**src/logic/clock_source_map.vh**
```
// Purpose: register offsets, field positions and reset values of the clock source control block
// Assumes: byte registers on a plain strobe port
// Notes:   definitions only
`ifndef CLOCK_SOURCE_MAP_VH
`define CLOCK_SOURCE_MAP_VH

// ----------------------------------------------------------------------
// register offsets
// ----------------------------------------------------------------------
`define ADDR_W            3
`define OFF_CONTROL_ONE   3'h0
`define OFF_CONTROL_TWO   3'h1
`define OFF_TRIM          3'h2
`define OFF_STATUS        3'h3

// ----------------------------------------------------------------------
// fields of clock_control_one
// ----------------------------------------------------------------------
`define CSEL_HI           7
`define CSEL_LO           6
`define REFERENCE_DIVIDER_HI           5
`define REFERENCE_DIVIDER_LO           3
`define IREF_SEL_BIT      2
`define IREF_EN_BIT       1
`define IREF_STOP_BIT     0

// ----------------------------------------------------------------------
// fields of clock_control_two
// ----------------------------------------------------------------------
`define BUS_DIVIDER_HI           7
`define BUS_DIVIDER_LO           6
`define RANGE_BIT         5
`define GAIN_BIT          4
`define LOWPWR_BIT        3
`define EREF_SEL_BIT      2
`define EREF_EN_BIT       1
`define EREF_STOP_BIT     0

// ----------------------------------------------------------------------
// fields of the status register
// ----------------------------------------------------------------------
`define MODE_ST_HI        3
`define MODE_ST_LO        2
`define FINE_TRIM_BIT_BIT         0

// ----------------------------------------------------------------------
// encodings and reset values
// ----------------------------------------------------------------------
`define SRC_LOOP          2'h0
`define SRC_INTERNAL      2'h1
`define SRC_EXTERNAL      2'h2
`define SRC_RESERVED      2'h3
`define CTRL1_RESET       8'h04
`define CTRL2_RESET       8'h40
`define TRIM_DEBUG        8'h80
`define FINE_TRIM_BIT_DEBUG       1'h0
`define TRIM_LOAD_WAIT    2'h2
`define HIGH_RANGE_SHIFT  4'h5
`define REFERENCE_DIVIDER_MAX_HIGH     3'h5
`define BUS_DIVIDER_MAX          3'h7
`define ZERO8             8'h00

`endif

```
**src/logic/clock_source_control_regs.v**
```verilog
// Purpose: register block of an on-chip clock generation unit: source and bus
//          divider selection, reference divider, reference enables with stop
//          retention, oscillator controls and trim.
// Assumes: all three source clocks arrive as enable strobes (one pulse per
//          source edge) synchronous to clk, so the bus clock is built as a
//          glitch-free toggle in the clk domain.
// Notes:   factory trim and debug level are pins, sampled after reset release.
//          trim capture waits for the debug synchroniser, so writes in the
//          first three cycles after reset are dropped.
//          stop and debug levels pass two flip-flops before use.
//          a source or divider change waits for the end of a bus clock
//          period, so it may take one full old period to show.
//          reserved divider codes with the high range pass on unchanged.
//          status mode lags the switched source by two cycles.
//
// Operation
// source select 00 loop, 01 internal ref, 10 external ref feeds bus divider
// reserved source code 11 acts exactly like 00, loop output
// software keeps divided external reference inside 31.25 to 39.0625 kHz
// reference divide 2^code low range, 32 times that high range, 6-7 reserved
// internal reference select bit 2: 1 internal, 0 external loop reference
// internal reference enable bit 1 turns internal reference output on
// in stop internal reference runs only if keep bit and enable set before stop
// bus divider 00..11 divides by 1,2,4,8; resets to code 01
// range bit 5 requests high oscillator range when 1
// gain bit 4 selects high gain when 1, low power when 0
// low power bit disables loop in bypass modes unless debug active
// external select bit 2 requests crystal when 1, direct clock when 0
// external enable bit 1 turns external reference output on
// in stop external source stays on only if keep bit and enable set before stop
// eight-bit trim sets internal reference period, larger value longer period
// trim loads factory value at reset, 0x80 when debug active
// fine trim bit gives smallest step, set lengthens period
// clock mode status follows source select only after synchronisation
// source or divider changes cause no shortened bus clock pulses
//
// Our own choices: the address map and the strobed register port.
`timescale 1ns/1ps
`include "clock_source_map.vh"

module clock_source_control_regs
(
    input  wire                 clk,
    input  wire                 rst_n,
    input  wire [`ADDR_W-1:0]   addr,
    input  wire [7:0]           wdata,
    input  wire                 wr,
    input  wire                 rd,
    output reg  [7:0]           rdata,
    input  wire                 loop_tick,
    input  wire                 internal_tick,
    input  wire                 external_tick,
    input  wire                 stop_mode,
    input  wire                 background_debug_mode,
    input  wire [7:0]           factory_trim,
    input  wire                 factory_fine_trim,
    output reg                  bus_clock,
    output reg                  internal_ref_clock_out,
    output reg                  external_ref_clock_out,
    output reg                  oscillator_output,
    output reg                  oscillator_high_range,
    output reg                  oscillator_high_gain,
    output reg                  loop_enable,
    output reg                  loop_uses_internal,
    output reg  [2:0]           reference_divider,
    output reg                  reference_high_range,
    output reg  [7:0]           trim_value,
    output reg                  fine_trim_bit
);

    // ------------------------------------------------------------------
    // registers and state
    // ------------------------------------------------------------------
    reg  [7:0] clock_control_one;
    reg  [7:0] clock_control_two;
    reg  [7:0] reference_trim;
    reg        fine_trim;
    reg        trim_loaded;
    reg  [1:0] load_wait;
    reg        dbg_s1;
    reg        dbg_s2;
    reg        stop_s1;
    reg        stop_s2;
    reg        stop_prev;
    reg        iref_kept;
    reg        eref_kept;
    reg  [1:0] active_src;
    reg  [1:0] active_div;
    reg  [1:0] mode_s1;
    reg  [1:0] clock_mode_status;
    reg  [2:0] div_count;
    reg        next_bus_clock;

    wire [1:0] clock_source_select = clock_control_one[`CSEL_HI:`CSEL_LO];
    wire [1:0] bus_divider         = clock_control_two[`BUS_DIVIDER_HI:`BUS_DIVIDER_LO];
    wire       low_power_bypass    = clock_control_two[`LOWPWR_BIT];
    wire       stop_entry          = stop_s2 & ~stop_prev;

    // kept enables, already valid at the entry edge itself, so the
    // outputs never show a stale value left from an earlier stop
    wire       iref_keep_now = stop_entry ? (clock_control_one[`IREF_EN_BIT] &
                               clock_control_one[`IREF_STOP_BIT]) : iref_kept;
    wire       eref_keep_now = stop_entry ? (clock_control_two[`EREF_EN_BIT] &
                               clock_control_two[`EREF_STOP_BIT]) : eref_kept;

    // reserved source code folds to the loop
    wire [1:0] eff_src = (clock_source_select == `SRC_RESERVED) ?
                         `SRC_LOOP : clock_source_select;

    // ------------------------------------------------------------------
    // pin synchronisers
    // ------------------------------------------------------------------
    always @(posedge clk or negedge rst_n)
    begin
        if (!rst_n)
        begin
            dbg_s1  <= 1'b0;
            dbg_s2  <= 1'b0;
            stop_s1 <= 1'b0;
            stop_s2 <= 1'b0;
        end
        else
        begin
            dbg_s1  <= background_debug_mode;
            dbg_s2  <= dbg_s1;
            stop_s1 <= stop_mode;
            stop_s2 <= stop_s1;
        end
    end

    // ------------------------------------------------------------------
    // software registers and trim capture after reset
    // ------------------------------------------------------------------
    always @(posedge clk or negedge rst_n)
    begin
        if (!rst_n)
        begin
            clock_control_one <= `CTRL1_RESET;
            clock_control_two <= `CTRL2_RESET;
            reference_trim    <= `TRIM_DEBUG;
            fine_trim         <= `FINE_TRIM_BIT_DEBUG;
            trim_loaded       <= 1'b0;
            load_wait         <= 2'h0;
        end
        else if (!trim_loaded)
        begin
            // catch trim only once the debug level has crossed both stages;
            // earlier, the second stage still holds its reset value
            load_wait <= load_wait + 2'h1;
            if (load_wait == `TRIM_LOAD_WAIT)
            begin
                trim_loaded    <= 1'b1;
                reference_trim <= dbg_s2 ? `TRIM_DEBUG : factory_trim;
                fine_trim      <= dbg_s2 ? `FINE_TRIM_BIT_DEBUG : factory_fine_trim;
            end
        end
        else if (wr)
        begin
            // of the status index only the fine trim bit is writable
            case (addr)
                `OFF_CONTROL_ONE: clock_control_one <= wdata;
                `OFF_CONTROL_TWO: clock_control_two <= wdata;
                `OFF_TRIM:        reference_trim    <= wdata;
                `OFF_STATUS:      fine_trim         <= wdata[`FINE_TRIM_BIT_BIT];
                default:          fine_trim         <= fine_trim;
            endcase
        end
    end

    // ------------------------------------------------------------------
    // read port, data valid the cycle after the strobe
    // ------------------------------------------------------------------
    always @(posedge clk or negedge rst_n)
    begin
        if (!rst_n)
            rdata <= `ZERO8;
        else if (rd)
        begin
            // unmapped indices and idle cycles read as zero
            case (addr)
                `OFF_CONTROL_ONE: rdata <= clock_control_one;
                `OFF_CONTROL_TWO: rdata <= clock_control_two;
                `OFF_TRIM:        rdata <= reference_trim;
                `OFF_STATUS:      rdata <= {4'h0, clock_mode_status, 1'b0, fine_trim};
                default:          rdata <= `ZERO8;
            endcase
        end
        else
            rdata <= `ZERO8;
    end

    // ------------------------------------------------------------------
    // stop retention: latch enables as they stood on stop entry
    // ------------------------------------------------------------------
    always @(posedge clk or negedge rst_n)
    begin
        if (!rst_n)
        begin
            stop_prev <= 1'b0;
            iref_kept <= 1'b0;
            eref_kept <= 1'b0;
        end
        else
        begin
            stop_prev <= stop_s2;
            // keep only what was both enabled and marked to survive stop
            if (stop_entry)
            begin
                iref_kept <= clock_control_one[`IREF_EN_BIT] &
                             clock_control_one[`IREF_STOP_BIT];
                eref_kept <= clock_control_two[`EREF_EN_BIT] &
                             clock_control_two[`EREF_STOP_BIT];
            end
        end
    end

    // ------------------------------------------------------------------
    // bus clock: source and divider only change at a bus clock high phase end or in a low phase before its first tick
    // ------------------------------------------------------------------
    // selected source tick; reserved code is already folded to the loop
    reg src_tick;
    always @*
    begin
        case (active_src)
            `SRC_INTERNAL: src_tick = internal_tick;
            `SRC_EXTERNAL: src_tick = external_tick;
            default:       src_tick = loop_tick;
        endcase
    end

    // ticks per half period minus one: 0, 1, 3, 7 for divide by 1, 2, 4, 8;
    // worked at four bits so that code 11 does not wrap
    wire [3:0] div_span  = (4'h1 << active_div) - 4'h1;
    wire [2:0] div_limit = div_span[2:0];
    wire       half_done = src_tick && (div_count >= div_limit);

    // hold the level while stopped, the bus clock is frozen in stop
    always @*
    begin
        next_bus_clock = bus_clock;
        if (half_done && !stop_s2)
            next_bus_clock = ~bus_clock;
    end

    always @(posedge clk or negedge rst_n)
    begin
        if (!rst_n)
        begin
            bus_clock  <= 1'b0;
            div_count  <= 3'h0;
            active_src <= `SRC_LOOP;
            active_div <= 2'h1;
        end
        else
        begin
            bus_clock <= next_bus_clock;
            // counter restarts at each toggle so every half period is whole
            if (half_done)
                div_count <= 3'h0;
            else if (src_tick)
                div_count <= div_count + 3'h1;
            // switch only at a high phase end or in a low phase before its first tick, so no pulse is cut
            if ((half_done && bus_clock) || (!bus_clock && div_count == 3'h0
                && !src_tick))
            begin
                active_src <= eff_src;
                active_div <= bus_divider;
            end
        end
    end

    // ------------------------------------------------------------------
    // status: mode follows the switched source through two stages
    // ------------------------------------------------------------------
    always @(posedge clk or negedge rst_n)
    begin
        if (!rst_n)
        begin
            mode_s1           <= `SRC_LOOP;
            clock_mode_status <= `SRC_LOOP;
        end
        else
        begin
            // two stages, so software never reads a half-switched mode
            mode_s1           <= active_src;
            clock_mode_status <= mode_s1;
        end
    end

    // ------------------------------------------------------------------
    // reference, oscillator and loop control outputs
    // ------------------------------------------------------------------
    always @(posedge clk or negedge rst_n)
    begin
        if (!rst_n)
        begin
            internal_ref_clock_out <= 1'b0;
            external_ref_clock_out <= 1'b0;
            oscillator_output      <= 1'b0;
            oscillator_high_range  <= 1'b0;
            oscillator_high_gain   <= 1'b0;
            loop_enable            <= 1'b1;
            loop_uses_internal     <= 1'b1;
            reference_divider      <= 3'h0;
            reference_high_range   <= 1'b0;
            trim_value             <= `TRIM_DEBUG;
            fine_trim_bit          <= `FINE_TRIM_BIT_DEBUG;
        end
        else
        begin
            // in stop the reference enables show what was kept on entry
            internal_ref_clock_out <= stop_s2 ? iref_keep_now :
                                      clock_control_one[`IREF_EN_BIT];
            external_ref_clock_out <= stop_s2 ? eref_keep_now :
                                      clock_control_two[`EREF_EN_BIT];
            // oscillator requested only when crystal chosen and a reason to run
            oscillator_output      <= clock_control_two[`EREF_SEL_BIT] &
                                      (stop_s2 ? eref_keep_now :
                                       (clock_control_two[`EREF_EN_BIT] |
                                        eff_src == `SRC_EXTERNAL |
                                        ~clock_control_one[`IREF_SEL_BIT]));
            oscillator_high_range  <= clock_control_two[`RANGE_BIT];
            oscillator_high_gain   <= clock_control_two[`GAIN_BIT];
            // loop runs unless stopped, or bypassed in low power without debug
            loop_enable            <= ~stop_s2 & ~(eff_src != `SRC_LOOP &&
                                      low_power_bypass && !dbg_s2);
            loop_uses_internal     <= clock_control_one[`IREF_SEL_BIT];
            // divider code passed on raw, the loop decodes it with the range
            reference_divider      <= clock_control_one[`REFERENCE_DIVIDER_HI:`REFERENCE_DIVIDER_LO];
            reference_high_range   <= clock_control_two[`RANGE_BIT];
            trim_value             <= reference_trim;
            fine_trim_bit          <= fine_trim;
        end
    end

endmodule

```
**config.mk**
```make
export PLATFORM = sky130hd
export DESIGN_NAME = clock_source_control_regs
export DESIGN_NICKNAME = d
export VERILOG_FILES = /design/src/logic/clock_source_control_regs.v
export VERILOG_INCLUDE_DIRS = /design/src /design/src/logic
export SDC_FILE = /design/constraint.sdc
export NUM_CORES = 1
export LEC_CHECK = 0
export ABC_AREA = 1
export BUFFER_PORTS_ARGS = -buffer_cell sky130_fd_sc_hd__buf_4
export CAP_MARGIN = 30
export CORE_ASPECT_RATIO = 0.7
export CORE_MARGIN = 2
export CORE_UTILIZATION = 48
export CTS_CLUSTER_SIZE = 10
export DETAILED_ROUTE_END_ITERATION = 7
export GPL_ROUTABILITY_DRIVEN = 0
export PLACE_DENSITY = 0.76
export REMOVE_ABC_BUFFERS = 1
export SYNTH_ARGS = -nofsm -noshare
export SYNTH_HDL_FRONTEND = slang
export SYNTH_SLANG_ARGS = --single-unit
```
**constraint.sdc**
```tcl
create_clock -name clk -period 4.4 [get_ports clk]
set_input_delay 0.88 -clock clk [delete_from_list [all_inputs] [get_ports clk]]
set_output_delay 0.88 -clock clk [all_outputs]
set_load 0.05 [all_outputs]
```
**Word-level counts from Yosys, hierarchy flattened**

Index checks and enable logic that the tools add are counted.

- Flip-flop bits (word level): 74
- Input bits: 29
- Output and inout bits: 29
- Logic and storage cells: 102

- Add/sub/neg operators: 3
- $lt $le $gt $ge: 1
- Equality and inequality tests: 11
- Shift operators: 1
- Mux-type cells: 23
- Bitwise logic cells: 12
- Reduce and logical (&&, ||, !) cells: 21

Operators with widths:

| operator | number |
|---|---|
| two-way mux 8 bit | 6 |
| case mux 8 bit (4 select lines) | 1 |
| two-way mux 1 bit | 12 |
| AND reduction 3 bit | 4 |
| == test 2 bit (second input constant) | 4 |
| logical AND 1 bit | 7 |
| == test 3 x 2 -> 1 bit (second input constant) | 2 |
| zero test 3 bit | 2 |
| two-way mux 3 bit | 2 |
| nonzero test 2 bit | 3 |
| AND 1 bit | 5 |
| inverter 1 bit | 5 |
| zero test 1 bit | 4 |
| inequality test 2 x 1 -> 1 bit (second input constant) | 2 |
| adder 3 x 1 -> 3 bit (second input constant) | 1 |
| == test 3 x 1 -> 1 bit (second input constant) | 1 |
| greater-or-equal comparator 3 bit | 1 |
| << shifter 1 x 2 -> 3 bit (first input constant) | 1 |
| subtractor 3 x 1 -> 3 bit (second input constant) | 1 |
| adder 2 x 1 -> 2 bit (second input constant) | 1 |
| == test 2 x 1 -> 1 bit (second input constant) | 1 |
| two-way mux 2 bit | 1 |
| inequality test 2 bit (second input constant) | 1 |
| bitwise OR 1 bit | 2 |
| other kinds (2) | 2 |

**Longest topological paths before layout**

- Word-level depth: 7
- Depth in mapped cells: 10
- Gate-level depth less buffers: 10

**Worst setup path before layout**

Ideal clock, no wire load.

- Path type: register to output
- Start: reg reference_high_range
- End: out reference_high_range
- Data arrival time: 0.886 ns
- Data required time: 3.520 ns
- Setup slack: 2.634 ns
- Cell stages (with the launch flop): 2
- Buffers on the path: 1
- Path through: dfrtp_1 buf_4

RTL lines:

| element | RTL line | text |
|---|---|---|
| start: declaration | clock_source_control_regs.v:66 | `output reg reference_high_range,` |
| start signal: assignment | clock_source_control_regs.v:330 | `` reference_high_range <= clock_control_two[`RANGE_BIT]; `` |

No word-level cell between the ends.

**Final worst setup path**

- Start: reg loop_uses_internal
- End: out loop_uses_internal

RTL lines:

| element | RTL line | text |
|---|---|---|
| start: declaration | clock_source_control_regs.v:64 | `output reg loop_uses_internal,` |
| start signal: assignment | clock_source_control_regs.v:327 | `` loop_uses_internal <= clock_control_one[`IREF_SEL_BIT]; `` |

No word-level cell between the ends.

==> impl_metrics.env <==
export IMPL_status="complete, no violations"
export IMPL_yosys_area_top_type="dfrtp_1"
export IMPL_grt_pass1_vias=2374
export IMPL_hp_class="flop to flop"
export IMPL_cts_root_buffer="clkbuf_8"
export IMPL_n_antenna_cell=0
export IMPL_drc=0
export IMPL_synth_area_sq_um=3134
export IMPL_ctsResizeCount=0
export IMPL_yosys_warnings=0
export IMPL_worstSetupPathType="flop to primary output"
export IMPL_worstPathCellList="buf_4"
export IMPL_cp_max_fo=1
export IMPL_hold_end="dbg_s2"
export IMPL_hold_depth=0
export IMPL_dp_cells=447
export IMPL_wire_per_inst_um=14.14
export IMPL_critPathCaptureType="primary output"
export IMPL_slew_violations=0
export IMPL_holdCritStartpoint="dbg_s1"
export IMPL_finClkSkew_ns=0.005113
export IMPL_cts_sinks=74
export IMPL_cp_start_kind="flop"
export IMPL_crit_family="flip-flops"
export IMPL_coreArea_sq_um=6276
export IMPL_yosysSeqAreaShare=0.5936
export IMPL_yosysUniqueCellTypes=28
export IMPL_hold_violations=0
export IMPL_synth_top_area_share=0.5349
export IMPL_period_share=0.4404
export IMPL_port_buffers=57
export IMPL_fp_row_count=24
export IMPL_synth_edf_count=0
export IMPL_antenna_found_initial=0
export IMPL_async_reset_ff_frac=1.000
export IMPL_dp_hpwl_mm=4.662
export IMPL_yosys_top_cells_area="dfrtp_1 (53%), nand2_1 (8.4%), inv_1 (6.5%), dfstp_2 (5.9%), ha_1 (4.0%)"
export IMPL_wl_met3_um=463
export IMPL_die_x_um=100.6
export IMPL_path_buf_inv=1
export IMPL_cts_inserted_buffers=9
export IMPL_timing_final_crit_period_ns=1.938
export IMPL_r2r_cells=10
export IMPL_design_area_sq_um=3814
export IMPL_post_cts_buffers=0
export IMPL_setup_viol=0
export IMPL_highest_layer="met4"
export IMPL_worst_slew_pin_slew_ns=0.8976
export IMPL_placed_area_sq_um=3596
export IMPL_drt_wl_total_mm=6.546
export IMPL_fp_dieH_um=71.61
export IMPL_cp_data_arrival_time_ns=1.06
export IMPL_clk_pin_slew_ns=0.07
export IMPL_fin_cells=463
export IMPL_fmax_ghz=0.5161
export IMPL_ir_drop_v=0.0002087
export IMPL_start_util=0.4994
export IMPL_area_delta_synth_final_pct=21.68
export IMPL_ys_seq_elements=74
export IMPL_cts_hold_buf=0
export IMPL_track_usage=0.2084
export IMPL_num_io_pins=58
export IMPL_fin_tns_setup_ns=0
export IMPL_cellLeakagePower_nw=2.031
export IMPL_crit_path_top_delay_cell="dfstp_2"
export IMPL_rr_startpoint="active_div[1]"
export IMPL_drv_cap=0
export IMPL_via_count=2321
export IMPL_cts_tree="built"
export IMPL_drtAntennaViolNets=0
export IMPL_rsz0062_at_grt="false"
export IMPL_drive_gt1_frac=0.2779
export IMPL_drt_vias_per_instance=5.013
export IMPL_wl_met2_mm=2.952
export IMPL_reg2reg_slack_ns=2.64
export IMPL_cts_htree_levels=3
export IMPL_die_area_sq_um=7202
export IMPL_grt_max_degree=75
export IMPL_cpPeakStageDelay_ns=0.53
export IMPL_r2r_end="active_div[1]"
export IMPL_mostFrequentLayoutCells="nand2_1 (70), dfrtp_1 (67), buf_4 (57)"
export IMPL_grt_pass1_wl_mm=11.36
export IMPL_insertion_delay_ns=0.35
export IMPL_cellPowerDensity_nw_per_um2=533.9
export IMPL_drtIter0Drc=162
export IMPL_syn_avg_cell_area_sq_um=9.856
export IMPL_num_nets_final=419
export IMPL_mostFrequentLayoutCell="nand2_1"
export IMPL_syn_inst=318
export IMPL_drtPass1Iterations=4
export IMPL_worstPathRequired_ns=3.52
export IMPL_synthFlopType="dfrtp_1"
export IMPL_grt_overflow=0
export IMPL_cts_buffer_depth=2
export IMPL_wl_met1_mm=2.997
export IMPL_slew_headroom=0.4016
worst max-delay path by stage:
stage | start | endpoint | slack, ns | cells past startpoint
floorplan | reference_high_range | oscillator_high_range | 2.64 | 0
global placement | addr[0] | reference_trim[3] | 2.44 | 6
detailed placement | addr[0] | reference_trim[3] | 2.42 | 6
CTS | loop_uses_internal | loop_uses_internal | 2.45 | 1
global route | trim_value[7] | trim_value[7] | 2.43 | 1
finish | loop_uses_internal | loop_uses_internal | 2.46 | 1
layout make-up:
type | instances | area [sq um]
Multi-Input combinational cell | 181 | 996.0
Fill cell | 518 | 2462
Clock inverter | 7 | 93.84
Timing Repair Buffer | 57 | 427.9
Sequential cell | 74 | 1861
Inverter | 57 | 214.0
Clock buffer | 9 | 123.9
Tap cell | 78 | 97.59
cells in the mapped netlist, types with 5 or more instances:
cell	count
a21oi_1	5
buf_6	5
dfrtp_1	67
dfstp_2	7
ha_1	10
inv_1	54
nand2_1	70
nand3_1	12
nor2_1	16
o21ai_0	17
o21ai_1	7
o21ai_2	11
o22ai_1	9
power breakdown:
group	internal [mW]	switching [mW]
Clock	0.318	0.252
Sequential	0.816	0.0803
Combinational	0.188	0.382
Total	1.32	0.715
cell families after synthesis:
| group | Yosys count | share of synthesized area |
|---|---|---|
| compound gates | 58 | 0.1186 |
| xor+xnor | 1 | 0.002795 |
| fa+ha+maj | 10 | 0.03992 |
| buf+inv | 63 | 0.08862 |
| flops | 74 | 0.5936 |
| simple gates | 112 | 0.1565 |
registers in the layout, summed over array words and instances, names as in the netlist, 2 cells and up:
signal / count
rdata: 8
active_div: 2
active_src: 2
clock_mode_status: 2
mode_s1: 2
div_count: 3
trim_value: 8
clock_control_one: 8
reference_trim: 8
clock_control_two: 8
reference_divider: 3
load_wait: 2
through the flow:
stage | util | power [mW] | hold slack, ns | setup WS (ns)
after floorplan | - | 1.290 | 0.3312 | 2.637
after global placement | 0.5730 | 1.461 | 0.3311 | 2.439
after detailed placement | 0.5730 | 1.480 | 0.3347 | 2.419
after CTS | 0.6077 | 2.049 | 0.3525 | 2.449
after global routing | 0.6077 | 2.164 | 0.3573 | 2.432
final | 0.6077 | 2.036 | 0.3496 | 2.462
routing by layer:
metal / GRT usage / vias to the layer above
met5: 0 / -
met4: 0.08219 / 0
met3: 0.06244 / 11
met2: 0.3030 / 77
met1: 0.2956 / 1099
li1: - / 1134
No activity file was read; power rests on OpenSTA's default activity.
